[src/rtl/tppg_pkg.sv]
// Constants, register map and decode helpers of the test-pattern generator.
// Assumes a single 125 MHz clock with a synchronous active-low reset.
package tppg_pkg;

  localparam int  DATA_W      = 32;
  localparam int  ADDR_W      = 8;
  localparam int  LFSR_W      = 31;
  localparam int  CNT_W       = 24;

  // Register byte offsets
  localparam logic [ADDR_W-1:0] OFS_SOURCE  = 8'h00;
  localparam logic [ADDR_W-1:0] OFS_PRBS    = 8'h04;
  localparam logic [ADDR_W-1:0] OFS_ZSUB    = 8'h08;
  localparam logic [ADDR_W-1:0] OFS_ZCOUNT  = 8'h0c;
  localparam logic [ADDR_W-1:0] OFS_STATUS  = 8'h10;

  // Random-sequence register fields
  localparam int  PRBS_STAGE_LSB = 0;   // 3 bits, stage index
  localparam int  PRBS_NEG_BIT   = 3;   // sequence_polarity: negative
  localparam int  PRBS_RATIO_LSB = 4;   // 2 bits, mark ratio
  localparam int  PRBS_MARK_BIT  = 6;   // mark ratio enable
  localparam int  PRBS_SHIFT_BIT = 7;   // 0 one bit, 1 three bits
  // Zero-substitution register fields
  localparam int  ZS_STAGE_LSB   = 0;   // 3 bits, stage index 0..6
  localparam int  ZS_POW2_BIT    = 3;   // 1 selects 2^n length
  localparam int  ZS_FINAL_BIT   = 4;   // final bit value
  localparam int  ZS_NEG_BIT     = 5;   // negative_polarity

  // Reset values
  localparam logic [2:0]       RST_SOURCE = 3'h0;
  localparam logic [7:0]       RST_PRBS   = 8'h00;
  localparam logic [5:0]       RST_ZSUB   = 6'h00;
  localparam logic [CNT_W-1:0] RST_ZCOUNT = 24'h000001;
  localparam logic [LFSR_W-1:0] LFSR_SEED = 31'h7fffffff;

  // Load time of a zero-substitution pattern
  localparam int  LOAD_TIME_NS = 256;
  localparam int  CLK_PERIOD_NS = 8;
  localparam int  LOAD_CYCLES  = (LOAD_TIME_NS + CLK_PERIOD_NS - 1)
                                 / CLK_PERIOD_NS;
  localparam int  ZS_MAX_STAGE = 6;

  localparam logic [1:0] RESP_OKAY   = 2'b00;
  localparam logic [1:0] RESP_SLVERR = 2'b10;

  typedef enum logic [2:0] {
    SRC_PRBS, SRC_ZSUB, SRC_DATA, SRC_ALT, SRC_MIXED, SRC_SEQ
  } tppg_src_e;

  typedef enum logic [1:0] {
    RATIO_HALF, RATIO_QUARTER, RATIO_EIGHTH, RATIO_ZERO
  } tppg_ratio_e;

  // Stage count for a stage index
  function automatic logic [4:0] stage_n(input logic [2:0] idx);
    case (idx)
      3'h0:    stage_n = 5'd7;
      3'h1:    stage_n = 5'd9;
      3'h2:    stage_n = 5'd10;
      3'h3:    stage_n = 5'd11;
      3'h4:    stage_n = 5'd15;
      3'h5:    stage_n = 5'd20;
      3'h6:    stage_n = 5'd23;
      default: stage_n = 5'd31;
    endcase
  endfunction : stage_n

  // Second feedback tap of the maximal-length polynomial
  function automatic logic [4:0] stage_tap(input logic [2:0] idx);
    case (idx)
      3'h0:    stage_tap = 5'd6;
      3'h1:    stage_tap = 5'd5;
      3'h2:    stage_tap = 5'd7;
      3'h3:    stage_tap = 5'd9;
      3'h4:    stage_tap = 5'd14;
      3'h5:    stage_tap = 5'd3;
      3'h6:    stage_tap = 5'd18;
      default: stage_tap = 5'd28;
    endcase
  endfunction : stage_tap

endpackage : tppg_pkg

[src/rtl/tppg_top.sv]
// Test-pattern generator: random sequence and zero-substitution engines
// with an AXI4-Lite register slave.
// Assumes one bit per aclk cycle; the pattern pin faces the unit under test.
//
// Added by the designer: the AXI4-Lite slave port and the register offsets.
`timescale 1ns/1ns
`default_nettype none
module tppg_top
  import tppg_pkg::*;
(
  // Clock and reset
  input  wire logic              aclk,
  input  wire logic              aresetn,
  // AXI4-Lite write address
  input  wire logic [ADDR_W-1:0] s_axi_awaddr,
  input  wire logic              s_axi_awvalid,
  output logic                   s_axi_awready,
  // AXI4-Lite write data
  input  wire logic [DATA_W-1:0] s_axi_wdata,
  input  wire logic [3:0]        s_axi_wstrb,
  input  wire logic              s_axi_wvalid,
  output logic                   s_axi_wready,
  // AXI4-Lite write response
  output logic [1:0]             s_axi_bresp,
  output logic                   s_axi_bvalid,
  input  wire logic              s_axi_bready,
  // AXI4-Lite read address
  input  wire logic [ADDR_W-1:0] s_axi_araddr,
  input  wire logic              s_axi_arvalid,
  output logic                   s_axi_arready,
  // AXI4-Lite read data
  output logic [DATA_W-1:0]      s_axi_rdata,
  output logic [1:0]             s_axi_rresp,
  output logic                   s_axi_rvalid,
  input  wire logic              s_axi_rready,
  // Pattern output
  output logic                   pattern_out,
  output logic                   loading
);

  // Configuration
  logic [2:0]       source;
  logic [7:0]       prbs_cfg;
  logic [5:0]       zs_cfg;
  logic [CNT_W-1:0] zs_count;

  // Write channel state
  logic              aw_held;
  logic              w_held;
  logic [ADDR_W-1:0] aw_addr;
  logic [DATA_W-1:0] w_data;
  logic [3:0]        w_strb;
  logic              wr_fire;
  logic              wr_hit;

  // Read channel
  logic [DATA_W-1:0] rd_word;
  logic              rd_hit;

  // Engine
  logic [2:0]        stage_sel;
  logic              lfsr_load;
  logic              lfsr_step;
  logic              seq_bit;
  logic [6:0]        hist;
  logic [CNT_W-1:0]  pos;
  logic [CNT_W-1:0]  period_m1;
  logic [CNT_W-1:0]  zeros_eff;
  logic [CNT_W-1:0]  zeros_max;
  logic [CNT_W-1:0]  base_len;
  logic [7:0]        load_cnt;
  logic              zs_start;
  logic              logic_bit;
  logic              neg;
  logic              next_pattern;

  // Merge byte lanes of a write into an old register value
  function automatic logic [DATA_W-1:0] merge(
    input logic [DATA_W-1:0] old_v,
    input logic [DATA_W-1:0] new_v,
    input logic [3:0]        strb
  );
    logic [DATA_W-1:0] r;
    r = old_v;
    for (int i = 0; i < 4; i++) begin
      if (strb[i]) begin
        r[8*i +: 8] = new_v[8*i +: 8];
      end
    end
    return r;
  endfunction : merge

  function automatic logic addr_mapped(input logic [ADDR_W-1:0] a);
    return (a == OFS_SOURCE) || (a == OFS_PRBS) || (a == OFS_ZSUB) ||
           (a == OFS_ZCOUNT) || (a == OFS_STATUS);
  endfunction : addr_mapped

  // Write address and data are taken independently, one write at a time
  assign wr_fire = aw_held && w_held && !s_axi_bvalid;
  assign wr_hit  = addr_mapped(aw_addr) && (aw_addr != OFS_STATUS);

  always_ff @(posedge aclk) begin
    if (!aresetn) begin
      aw_held       <= 1'b0;
      aw_addr       <= '0;
      s_axi_awready <= 1'b0;
    end else if (s_axi_awvalid && s_axi_awready) begin
      aw_held       <= 1'b1;
      aw_addr       <= s_axi_awaddr;
      s_axi_awready <= 1'b0;
    end else if (wr_fire) begin
      aw_held       <= 1'b0;
    end else begin
      s_axi_awready <= !aw_held && !s_axi_bvalid;
    end
  end

  always_ff @(posedge aclk) begin
    if (!aresetn) begin
      w_held       <= 1'b0;
      w_data       <= '0;
      w_strb       <= '0;
      s_axi_wready <= 1'b0;
    end else if (s_axi_wvalid && s_axi_wready) begin
      w_held       <= 1'b1;
      w_data       <= s_axi_wdata;
      w_strb       <= s_axi_wstrb;
      s_axi_wready <= 1'b0;
    end else if (wr_fire) begin
      w_held       <= 1'b0;
    end else begin
      s_axi_wready <= !w_held && !s_axi_bvalid;
    end
  end

  always_ff @(posedge aclk) begin
    if (!aresetn) begin
      s_axi_bvalid <= 1'b0;
      s_axi_bresp  <= RESP_OKAY;
    end else if (wr_fire) begin
      s_axi_bvalid <= 1'b1;
      s_axi_bresp  <= wr_hit ? RESP_OKAY : RESP_SLVERR;
    end else if (s_axi_bready) begin
      s_axi_bvalid <= 1'b0;
    end
  end

  // Register stores; a source code outside the six is dropped
  always_ff @(posedge aclk) begin
    if (!aresetn) begin
      source   <= RST_SOURCE;
      prbs_cfg <= RST_PRBS;
      zs_cfg   <= RST_ZSUB;
      zs_count <= RST_ZCOUNT;
    end else if (wr_fire) begin
      case (aw_addr)
        OFS_SOURCE: begin
          if (merge(32'(source), w_data, w_strb) <= 32'(SRC_SEQ)) begin
            source <= 3'(merge(32'(source), w_data, w_strb));
          end
        end
        OFS_PRBS:   prbs_cfg <= 8'(merge(32'(prbs_cfg), w_data, w_strb));
        OFS_ZSUB: begin
          // Stage index seven is stored as written and clamped where it
          // is used, so software reads back exactly what it wrote
          zs_cfg <= 6'(merge(32'(zs_cfg), w_data, w_strb));
        end
        OFS_ZCOUNT: zs_count <= CNT_W'(merge(32'(zs_count), w_data,
                                             w_strb));
        default: begin
        end
      endcase
    end
  end

  // Read: one read at a time, data one cycle after the address
  assign rd_hit = addr_mapped(s_axi_araddr);

  always_comb begin
    case (s_axi_araddr)
      OFS_SOURCE: rd_word = 32'(source);
      OFS_PRBS:   rd_word = 32'(prbs_cfg);
      OFS_ZSUB:   rd_word = 32'(zs_cfg);
      OFS_ZCOUNT: rd_word = 32'(zs_count);
      OFS_STATUS: rd_word = {29'h0, pattern_out, load_cnt != 8'h0,
                             loading};
      default:    rd_word = 32'h0;
    endcase
  end

  always_ff @(posedge aclk) begin
    if (!aresetn) begin
      s_axi_arready <= 1'b0;
      s_axi_rvalid  <= 1'b0;
      s_axi_rdata   <= '0;
      s_axi_rresp   <= RESP_OKAY;
    end else if (s_axi_arvalid && s_axi_arready) begin
      s_axi_arready <= 1'b0;
      s_axi_rvalid  <= 1'b1;
      s_axi_rdata   <= rd_word;
      s_axi_rresp   <= rd_hit ? RESP_OKAY : RESP_SLVERR;
    end else if (s_axi_rvalid) begin
      s_axi_rvalid  <= !s_axi_rready;
    end else begin
      s_axi_arready <= 1'b1;
    end
  end

  // Pattern engine
  // A zero-substitution stage index of seven would be a 31-stage base,
  // which that mode does not offer; it is held at the 23-stage ceiling.
  always_comb begin
    if (source == 3'(SRC_ZSUB)) begin
      stage_sel = (zs_cfg[ZS_STAGE_LSB +: 3] > 3'(ZS_MAX_STAGE)) ?
                  3'(ZS_MAX_STAGE) : zs_cfg[ZS_STAGE_LSB +: 3];
    end else begin
      stage_sel = prbs_cfg[PRBS_STAGE_LSB +: 3];
    end
  end

  // Loading starts on entry into zero-substitution or on any change of it
  assign zs_start = wr_fire && (source == 3'(SRC_ZSUB) || (aw_addr ==
                    OFS_SOURCE && w_data[2:0] == 3'(SRC_ZSUB) &&
                    w_strb[0])) && (aw_addr == OFS_SOURCE ||
                    aw_addr == OFS_ZSUB || aw_addr == OFS_ZCOUNT);

  always_ff @(posedge aclk) begin
    if (!aresetn) begin
      load_cnt <= '0;
    end else if (zs_start) begin
      load_cnt <= 8'(LOAD_CYCLES);
    end else if (load_cnt != 8'h0) begin
      load_cnt <= load_cnt - 8'h1;
    end
  end

  always_ff @(posedge aclk) begin
    if (!aresetn) begin
      loading <= 1'b0;
    end else begin
      loading <= zs_start || load_cnt > 8'h1;
    end
  end

  // Any configuration write except to the zero count restarts the register from its seed, as does every loading cycle
  assign lfsr_load = wr_fire && wr_hit && aw_addr != OFS_ZCOUNT ||
                     load_cnt != 8'h0;

  // Zero-substitution frame: the base period, plus one bit at 2^n
  assign base_len  = CNT_W'((32'h1 << stage_n(stage_sel)) - 32'h1);
  assign period_m1 = zs_cfg[ZS_POW2_BIT] ? base_len : base_len - 1'b1;
  assign zeros_max = zs_cfg[ZS_POW2_BIT] ? base_len : base_len - 1'b1;
  always_comb begin
    if (zs_count == '0) begin
      zeros_eff = CNT_W'(1);
    end else if (zs_count > zeros_max) begin
      zeros_eff = zeros_max;
    end else begin
      zeros_eff = zs_count;
    end
  end

  // The extra 2^n-th bit holds the register so the period stays aligned
  assign lfsr_step = (source == 3'(SRC_PRBS)) ||
                     (source == 3'(SRC_ZSUB) && pos != base_len);

  always_ff @(posedge aclk) begin
    if (!aresetn || lfsr_load || source != 3'(SRC_ZSUB)) begin
      pos <= '0;
    end else if (pos >= period_m1) begin
      pos <= '0;
    end else begin
      pos <= pos + 1'b1;
    end
  end

  tppg_lfsr u_lfsr (
    .aclk      (aclk),
    .aresetn   (aresetn),
    .stage_idx (stage_sel),
    .load      (lfsr_load),
    .step      (lfsr_step),
    .seq_bit   (seq_bit)
  );

  // History of past sequence bits for the shifted copies
  always_ff @(posedge aclk) begin
    if (!aresetn || lfsr_load) begin
      hist <= '0;
    end else if (lfsr_step) begin
      hist <= {hist[5:0], seq_bit};
    end
  end

  // Logical bit before polarity
  always_comb begin
    logic d1;
    logic d2;
    d1 = 1'b0;
    d2 = 1'b0;
    logic_bit = 1'b0;
    neg = 1'b0;
    case (source)
      3'(SRC_PRBS): begin
        neg = prbs_cfg[PRBS_NEG_BIT];
        // Three-bit shift lowers the correlation between the ANDed copies
        d1 = prbs_cfg[PRBS_SHIFT_BIT] ? hist[2] : hist[0];
        d2 = prbs_cfg[PRBS_SHIFT_BIT] ? hist[5] : hist[1];
        if (!prbs_cfg[PRBS_MARK_BIT]) begin
          logic_bit = seq_bit;
        end else begin
          case (prbs_cfg[PRBS_RATIO_LSB +: 2])
            2'(RATIO_QUARTER): logic_bit = seq_bit & d1;
            2'(RATIO_EIGHTH):  logic_bit = seq_bit & d1 & d2;
            2'(RATIO_ZERO):    logic_bit = 1'b0;
            default:           logic_bit = seq_bit;
          endcase
        end
      end
      3'(SRC_ZSUB): begin
        neg = zs_cfg[ZS_NEG_BIT];
        if (pos < zeros_eff) begin
          logic_bit = 1'b0;
        end else if (zs_cfg[ZS_POW2_BIT] && pos == base_len) begin
          logic_bit = zs_cfg[ZS_FINAL_BIT];
        end else begin
          logic_bit = seq_bit;
        end
      end
      // The data, alternate, mixed and sequence engines sit elsewhere
      default: begin
        logic_bit = 1'b0;
      end
    endcase
  end

  // Negative polarity inverts the whole stream, which turns the positive
  // ratios into their complements
  assign next_pattern = (loading || load_cnt != 8'h0) ? neg :
                        logic_bit ^ neg;

  always_ff @(posedge aclk) begin
    if (!aresetn) begin
      pattern_out <= 1'b0;
    end else begin
      pattern_out <= next_pattern;
    end
  end

endmodule : tppg_top
`default_nettype wire

[src/rtl/tppg_lfsr.sv]
// Fibonacci shift register with a selectable stage count.
// Assumes the caller steps it once per output bit and reloads on changes.
`timescale 1ns/1ns
`default_nettype none
module tppg_lfsr
  import tppg_pkg::*;
(
  // Clock and reset
  input  wire logic             aclk,
  input  wire logic             aresetn,
  // Control
  input  wire logic [2:0]       stage_idx,
  input  wire logic             load,
  input  wire logic             step,
  // Sequence
  output logic                  seq_bit
);

  logic [LFSR_W-1:0] state;
  logic [LFSR_W-1:0] mask;
  logic [4:0]        n;
  logic [4:0]        t;
  logic              fb;

  assign n = stage_n(stage_idx);
  assign t = stage_tap(stage_idx);
  assign mask = LFSR_W'((64'h1 << n) - 64'h1);
  assign seq_bit = state[n - 5'd1];
  assign fb = state[n - 5'd1] ^ state[t - 5'd1];

  always_ff @(posedge aclk) begin
    if (!aresetn || load) begin
      state <= LFSR_SEED & mask;
    end else if ((state & mask) == '0) begin
      state <= LFSR_SEED & mask;
    end else if (step) begin
      state <= {state[LFSR_W-2:0], fb} & mask;
    end
  end

endmodule : tppg_lfsr
`default_nettype wire

[config.mk]
export PLATFORM = sky130hd
export DESIGN_NAME = tppg_top
export DESIGN_NICKNAME = d
export VERILOG_FILES = /design/src/rtl/tppg_pkg.sv /design/src/rtl/tppg_top.sv /design/src/rtl/tppg_lfsr.sv
export SDC_FILE = /design/constraint.sdc
export NUM_CORES = 1
export LEC_CHECK = 0
export BUFFER_PORTS_ARGS = -buffer_cell sky130_fd_sc_hd__buf_2
export CAP_MARGIN = 0
export CORE_ASPECT_RATIO = 1.2
export CORE_MARGIN = 2
export CORE_UTILIZATION = 45
export DETAILED_ROUTE_END_ITERATION = 16
export PLACE_DENSITY_LB_ADDON = 0.12
export SLEW_MARGIN = 15
export SYNTH_ARGS = -nofsm -noshare
export SYNTH_HDL_FRONTEND = slang
export SYNTH_SLANG_ARGS = --single-unit
[constraint.sdc]
create_clock -name aclk -period 12.78 [get_ports aclk]
set_input_delay 2.556 -clock aclk [delete_from_list [all_inputs] [get_ports aclk]]
set_output_delay 2.556 -clock aclk [all_outputs]
set_load 0.03 [all_outputs]
# After elaboration in Yosys (flattened, before gate mapping)
# Cells that the tools add are included.
[op_classes]
magnitude_cmp = 8
bitwise = 7
n_reduce_logical = 61
n_addsub = 7
eq_ne = 24
muxes = 51
shift = 2
[op_table]
columns = ["cell", "count"]
rows = [
  ["8-bit 2-to-1 mux", 16],
  ["24-bit case mux with 5 select lines", 1],
  ["31-bit 2-to-1 mux", 3],
  ["24-bit 2-to-1 mux", 3],
  ["5-bit case mux with 7 select lines", 2],
  ["31-bit bitwise AND", 2],
  ["24-bit by 1-bit subtractor with 24-bit output, second input constant", 2],
  ["8-bit by 4-bit == test with 1-bit output, second input constant", 4],
  ["32-bit by 3-bit <= comparator with 1-bit output, second input constant", 1],
  ["31-bit zero test", 1],
  ["1-bit by 5-bit left shift with 31-bit output, first input constant", 1],
  ["31-bit by 1-bit subtractor with 31-bit output, second input constant", 1],
  ["24-bit by 1-bit adder with 24-bit output, second input constant", 1],
  ["24-bit == test", 1],
  ["24-bit greater-or-equal comparator", 1],
  ["24-bit greater-than comparator", 1],
  ["24-bit zero test", 1],
  ["24-bit < comparator", 1],
  ["24-bit inequality test", 1],
  ["1-bit by 5-bit left shift with 24-bit output, first input constant", 1],
  ["3-bit AND reduction", 6],
  ["1-bit logical OR", 17],
  ["8-bit by 3-bit == test with 1-bit output, second input constant", 2],
  ["8-bit by 5-bit == test with 1-bit output, second input constant", 2],
  ["other kinds (31)", 88],
]
[totals]
register_bits = 199
input_bits = 59

# Depth between registers and ports, before layout
[depth]
ltp_word = 17
mapped_depth = 37
depth_no_buf = 32

# Modules after synthesis
# From an unflattened synthesis, not the netlist that was laid out.
[hier_totals]
hier_cells = 1454
area_unflattened_um2 = 12196.7
[modules_own_cells]
columns = ["module", "n_inst", "area_each_um2", "cells_each"]
rows = [
  ["tppg_top", 1, 9350.2, 1104],
  ["tppg_lfsr", 1, 2846.5, 350],
]

# Worst setup path before layout
# Ideal clock, no wire load.
[synth_timing]
path_type = "flip-flop to flip-flop"
start = "register prbs_cfg[1]"
end = "register pattern_out"
t_arrival_ns = 6.641
required_time_ns = 12.665
path_slack_ns = 6.024
setup_ns = 0.115
stages_incl_launch_ff = 34
cell_sequence = "dfxtp_1 > clkbuf_1 > nor3b_1 > a211oi_1 > nor2_1 > inv_1 > ha_1 > or4_1 > o211ai_1 > and3_1 > buf_1 > a21oi_1 > ha_1 > nand4_1 > nor4_1 > o21ai_0 > o2111ai_1 > a31oi_1 > or2_2 > clkbuf_1 > nor2_1 > a21oi_1 > or2_2 > ha_1 > a21o_1 > a21o_1 > a21o_1 > a21oi_1 > o221ai_1 > a211oi_1 > o211ai_1 > a32o_1 > xnor2_1 > and2_1"
[synth_via]
elab_chain_cells = 15
[synth_rtl]
columns = ["element", "line", "text"]
rows = [
  ["from (decl)", "tppg_top.sv:43", "logic [7:0] prbs_cfg;"],
  ["from (signal assigned)", "tppg_top.sv:162", "OFS_PRBS: prbs_cfg <= 8'(merge(32'(prbs_cfg), w_data, w_strb));"],
  ["3-bit 2-to-1 mux *", "tppg_top.sv:213", "if (source == 3'(SRC_ZSUB)) begin"],
  ["3-bit == test (tied with other cells)", "tppg_pkg.sv:56", "case (idx)"],
  ["5-bit case mux with 7 select lines *", "tppg_pkg.sv:56", ""],
  ["1-bit by 5-bit left shift with 24-bit output", "tppg_top.sv:250", "assign base_len = CNT_W'((32'h1 << stage_n(stage_sel)) - 32'h1);"],
  ["24-bit by 1-bit subtractor with 24-bit output", "tppg_top.sv:250", ""],
  ["24-bit by 1-bit subtractor with 24-bit output", "tppg_top.sv:252", "assign zeros_max = zs_cfg[ZS_POW2_BIT] ? base_len : base_len - 1'b1;"],
  ["24-bit 2-to-1 mux", "tppg_top.sv:252", ""],
  ["24-bit greater-than comparator", "tppg_top.sv:256", "end else if (zs_count > zeros_max) begin"],
  ["24-bit 2-to-1 mux", "tppg_top.sv:256", ""],
  ["24-bit 2-to-1 mux", "tppg_top.sv:254", "if (zs_count == '0) begin"],
  ["24-bit < comparator", "tppg_top.sv:322", "if (pos < zeros_eff) begin"],
  ["1-bit 2-to-1 mux", "tppg_top.sv:322", ""],
  ["1-bit case mux with 2 select lines *", "tppg_top.sv:303", "case (source)"],
  ["1-bit XOR *", "tppg_top.sv:340", "logic_bit ^ neg;"],
  ["1-bit 2-to-1 mux *", "tppg_top.sv:339", "assign next_pattern = (loading || load_cnt != 8'h0) ? neg :"],
  ["to (signal assigned)", "tppg_top.sv:346", "pattern_out <= next_pattern;"],
  ["to (decl)", "tppg_top.sv:37", "output logic pattern_out,"],
]
# Every way passes the cells marked *; elsewhere a longest branch is shown, timed or not. The select of a mux whose other input is x is not followed.
# A chain may end at the register's enable or synchronous reset.

# Final worst setup path
[layout_timing]
start = "register source[0]"
end = "register pattern_out"
[layout_via]
elab_chain_cells = 16
[layout_rtl]
columns = ["element", "line", "text"]
rows = [
  ["from (decl)", "tppg_top.sv:42", "logic [2:0] source;"],
  ["from (signal assigned)", "tppg_top.sv:159", "source <= 3'(merge(32'(source), w_data, w_strb));"],
  ["3-bit by 1-bit == test with 1-bit output", "tppg_top.sv:213, tppg_top.sv:303", ""],
  ["3-bit 2-to-1 mux", "tppg_top.sv:213", ""],
  ["3-bit == test (tied with other cells)", "tppg_pkg.sv:56", ""],
  ["5-bit case mux with 7 select lines", "tppg_pkg.sv:56", ""],
  ["1-bit by 5-bit left shift with 24-bit output", "tppg_top.sv:250", ""],
  ["24-bit by 1-bit subtractor with 24-bit output", "tppg_top.sv:250", ""],
  ["24-bit by 1-bit subtractor with 24-bit output", "tppg_top.sv:252", ""],
  ["24-bit 2-to-1 mux", "tppg_top.sv:252", ""],
  ["24-bit greater-than comparator", "tppg_top.sv:256", ""],
  ["24-bit 2-to-1 mux", "tppg_top.sv:256", ""],
  ["24-bit 2-to-1 mux", "tppg_top.sv:254", ""],
  ["24-bit < comparator", "tppg_top.sv:322", ""],
  ["1-bit 2-to-1 mux", "tppg_top.sv:322", ""],
  ["1-bit case mux with 2 select lines", "tppg_top.sv:303", ""],
  ["1-bit XOR", "tppg_top.sv:340", ""],
  ["1-bit 2-to-1 mux *", "tppg_top.sv:339", ""],
]
# Marked as above.

==> metrics.txt <==
ys flop type=dfxtp_1; Worst R2R End=pattern_out; overall via count from detail_route=10800; WL final=36100 microns; CTS Buf Count=17; CTS clk-pin slew, worst paths=0.07 ns; GRT Overall Usage=25.4%; kind of end point of the critical path=register; I/O pin cnt=102; Worst EP required=13.12 ns; Crit Path Category=register to register; status=complete, no violations; Reg2Reg Launch Point=source[0]; initial antenna violation count=0; total grt overflow=0; Ys Warns=0; detailed placement HPWL=27000 microns; Clock Skews=0.00842 ns; die footprint=28400 sq um; hold_sp=aw_addr[4]; crit path max fanout=27; Slew Limit Fails=0; sequential area share after synthesis=33.6%; Hold Path Depth=2; Synth top cells by count=nand2_1, dfxtp_1, nor2_1, ha_1, mux2i_1; clk buf depth=2; unrepaired setup endpoints after global routing=no; post-CTS sizing=0; drc violations=0; row cnt=65; total power=1.41 mW; Synth area leaders=dfxtp_1, ha_1, edfxtp_1, nand2_1, mux2i_1; FMAX=123 MHz; buffers and inverters on the worst path=3; first-pass GRT wire length=56800 microns; layout cells sized above 1=12.6%; R2R depth=29; period utilization=63.7%; Die Span Y=184 microns; dominant cell type by area after synthesis=dfxtp_1; Final TNS setup=0 ns; Syn Area/Cell=8.69 sq um; final layout net count=1603; initial DRC count=893; Root Buffer=clkbuf_16; CP Depth=29; largest net degree at the start of global routing=108; Initial Utilization=46.1%; Num Clock Sinks=189; Min-Delay Path Class=register to register; final hold violations=0; Slew @ Worst Pin=1.13 ns; hold buffer count at CTS=0; Core ar.=26400 sq um; post-synthesis cell area=12200 sq um; pre-CTS setup slack=4.83 ns; Setup Buffers After CTS=0; vias in the first global route=10400; CTS tree=built; vias per inst=5.96; routed length per instance=20.0 microns; filler cell count=2507; crit path from=source[0]; CP top delay family=simple AND/OR/NAND/NOR gates; ANT cells=0; Post-synth EDFFs=31; fraction of registers with async set/reset=0%; Synth Register Bits=189; GP Congestion=0.952; post-synthesis cell count=1401; I/O Buffers=91; Leak=5.41 nW; synth unique cells=89; Max Cap Viol=0; Setup WS post-layout=4.65 ns; R2R setup slack=4.65 ns; Routed Antenna Nets=0; min Tclk post-route=8.13 ns; VDD IR max=0.0911 mV; Layout Utilization=51.2%; relative slew slack=25.0%; synth-to-layout area growth=11.1%; endpoints failing setup=0; most common cell in the netlist=nand2_1; CTS HTree Levels=4; Startpoint Class=register; CP peak stage delay=0.54 ns; Setup crit end=pattern_out; slowest stage cell, crit path=nor2_1; Initial DRT Pass Iterations=7; CP arrival=8.48 ns; worst skew pair latency=0.45 ns; Synth top area share=26.0%; PwrDens=104 nW/um^2; Die X-Extent=154 microns
[logic make-up (layout without fill, tap and decap cells)]
group                      Yosys count  in the layout  synth area share (%)
AOI/OAI and AO/OA                  365            365                  21.5
xor gates and xnor gates            39             39                  2.87
adders and majority gates           82             82                  8.42
buffers and inverters              123            181                  4.27
DFF                                189            189                  33.6
muxes                               84             84                  8.14
other                                2             18                0.0617
and+or+nand+nor                    517            517                  21.2
[per-stage QoR]
stage	hold WS, ns	area [sq um]	cells
floorplan	0.443	12200	1417
global route	0.493	13500	1810
CTS	0.469	13500	1810
detailed placement	0.458	12900	1778
finish	0.464	13500	1810
global placement	0.453	12900	1778
[worst min-delay path by stage]
stage	end	slack, ns
final	aw_addr[4]	0.46
after CTS	aw_addr[4]	0.47
after global routing	aw_addr[0]	0.49
after global placement	w_data[24]	0.45
after floorplan	w_data[27]	0.44
after detailed placement	aw_addr[4]	0.46
[where the power goes]
part           switching [mW]  leakage [nW]  internal, mW
clock                   0.254         0.318         0.337
combinational           0.103          3.44        0.0649
sequential             0.0242          1.65         0.628
total                   0.380          5.41          1.03
[tightest hold or removal path, cell delays in order (launching register included)]
cell	delay, ns
dfxtp_1	0.31
nand2_1	0.05
a21boi_0	0.06
[final cells by class]
type                       count  area, sq um  area share, %
multi-input combinational   1105         7640           56.4
inverter                      42          158           1.17
clock inverter                11          166           1.23
sequential                   189         4090           30.3
tap                          335          419           3.10
clock buffer                  21          482           3.56
timing repair buffer         107          576           4.25
[layout by cell type, fill, tap and decap left out, types with 31 or more instances in the layout]
master and count:
nand2_1 174, ha_1 82, nand3_1 38, nor3_1 37
mux2i_1 60, o21ai_0 54, dfxtp_1 158, edfxtp_1 31
nor2_1 84, buf_2 91, nor2b_1 56, a21boi_0 54
o21a_1 31, inv_1 40, a21oi_1 59
[sequential cells by signal, summed over array words and instances, names as in the netlist, 3 cells and up]
| name | cells |
|---|---|
| w_data | 32 |
| u_lfsr.state | 31 |
| pos | 24 |
| s_axi_rdata | 24 |
| zs_count | 24 |
| aw_addr | 8 |
| load_cnt | 8 |
| prbs_cfg | 8 |
| hist | 6 |
| zs_cfg | 6 |
| w_strb | 4 |
| source | 3 |
[metal layers]
metal | routed length (microns) | up-vias | part of all wire [%] | GRT usage (%)
li1 | - | 5233 | - | -
met1 | 15500 | 5087 | 43 | 31.5
met2 | 17100 | 388 | 47 | 43.3
met3 | 2040 | 88 | 5.6 | 4.47
met4 | 1470 | 0 | 4.1 | 11.5
met5 | 0 | - | 0 | 0
Note: power is estimated with default switching activity, not from simulation.
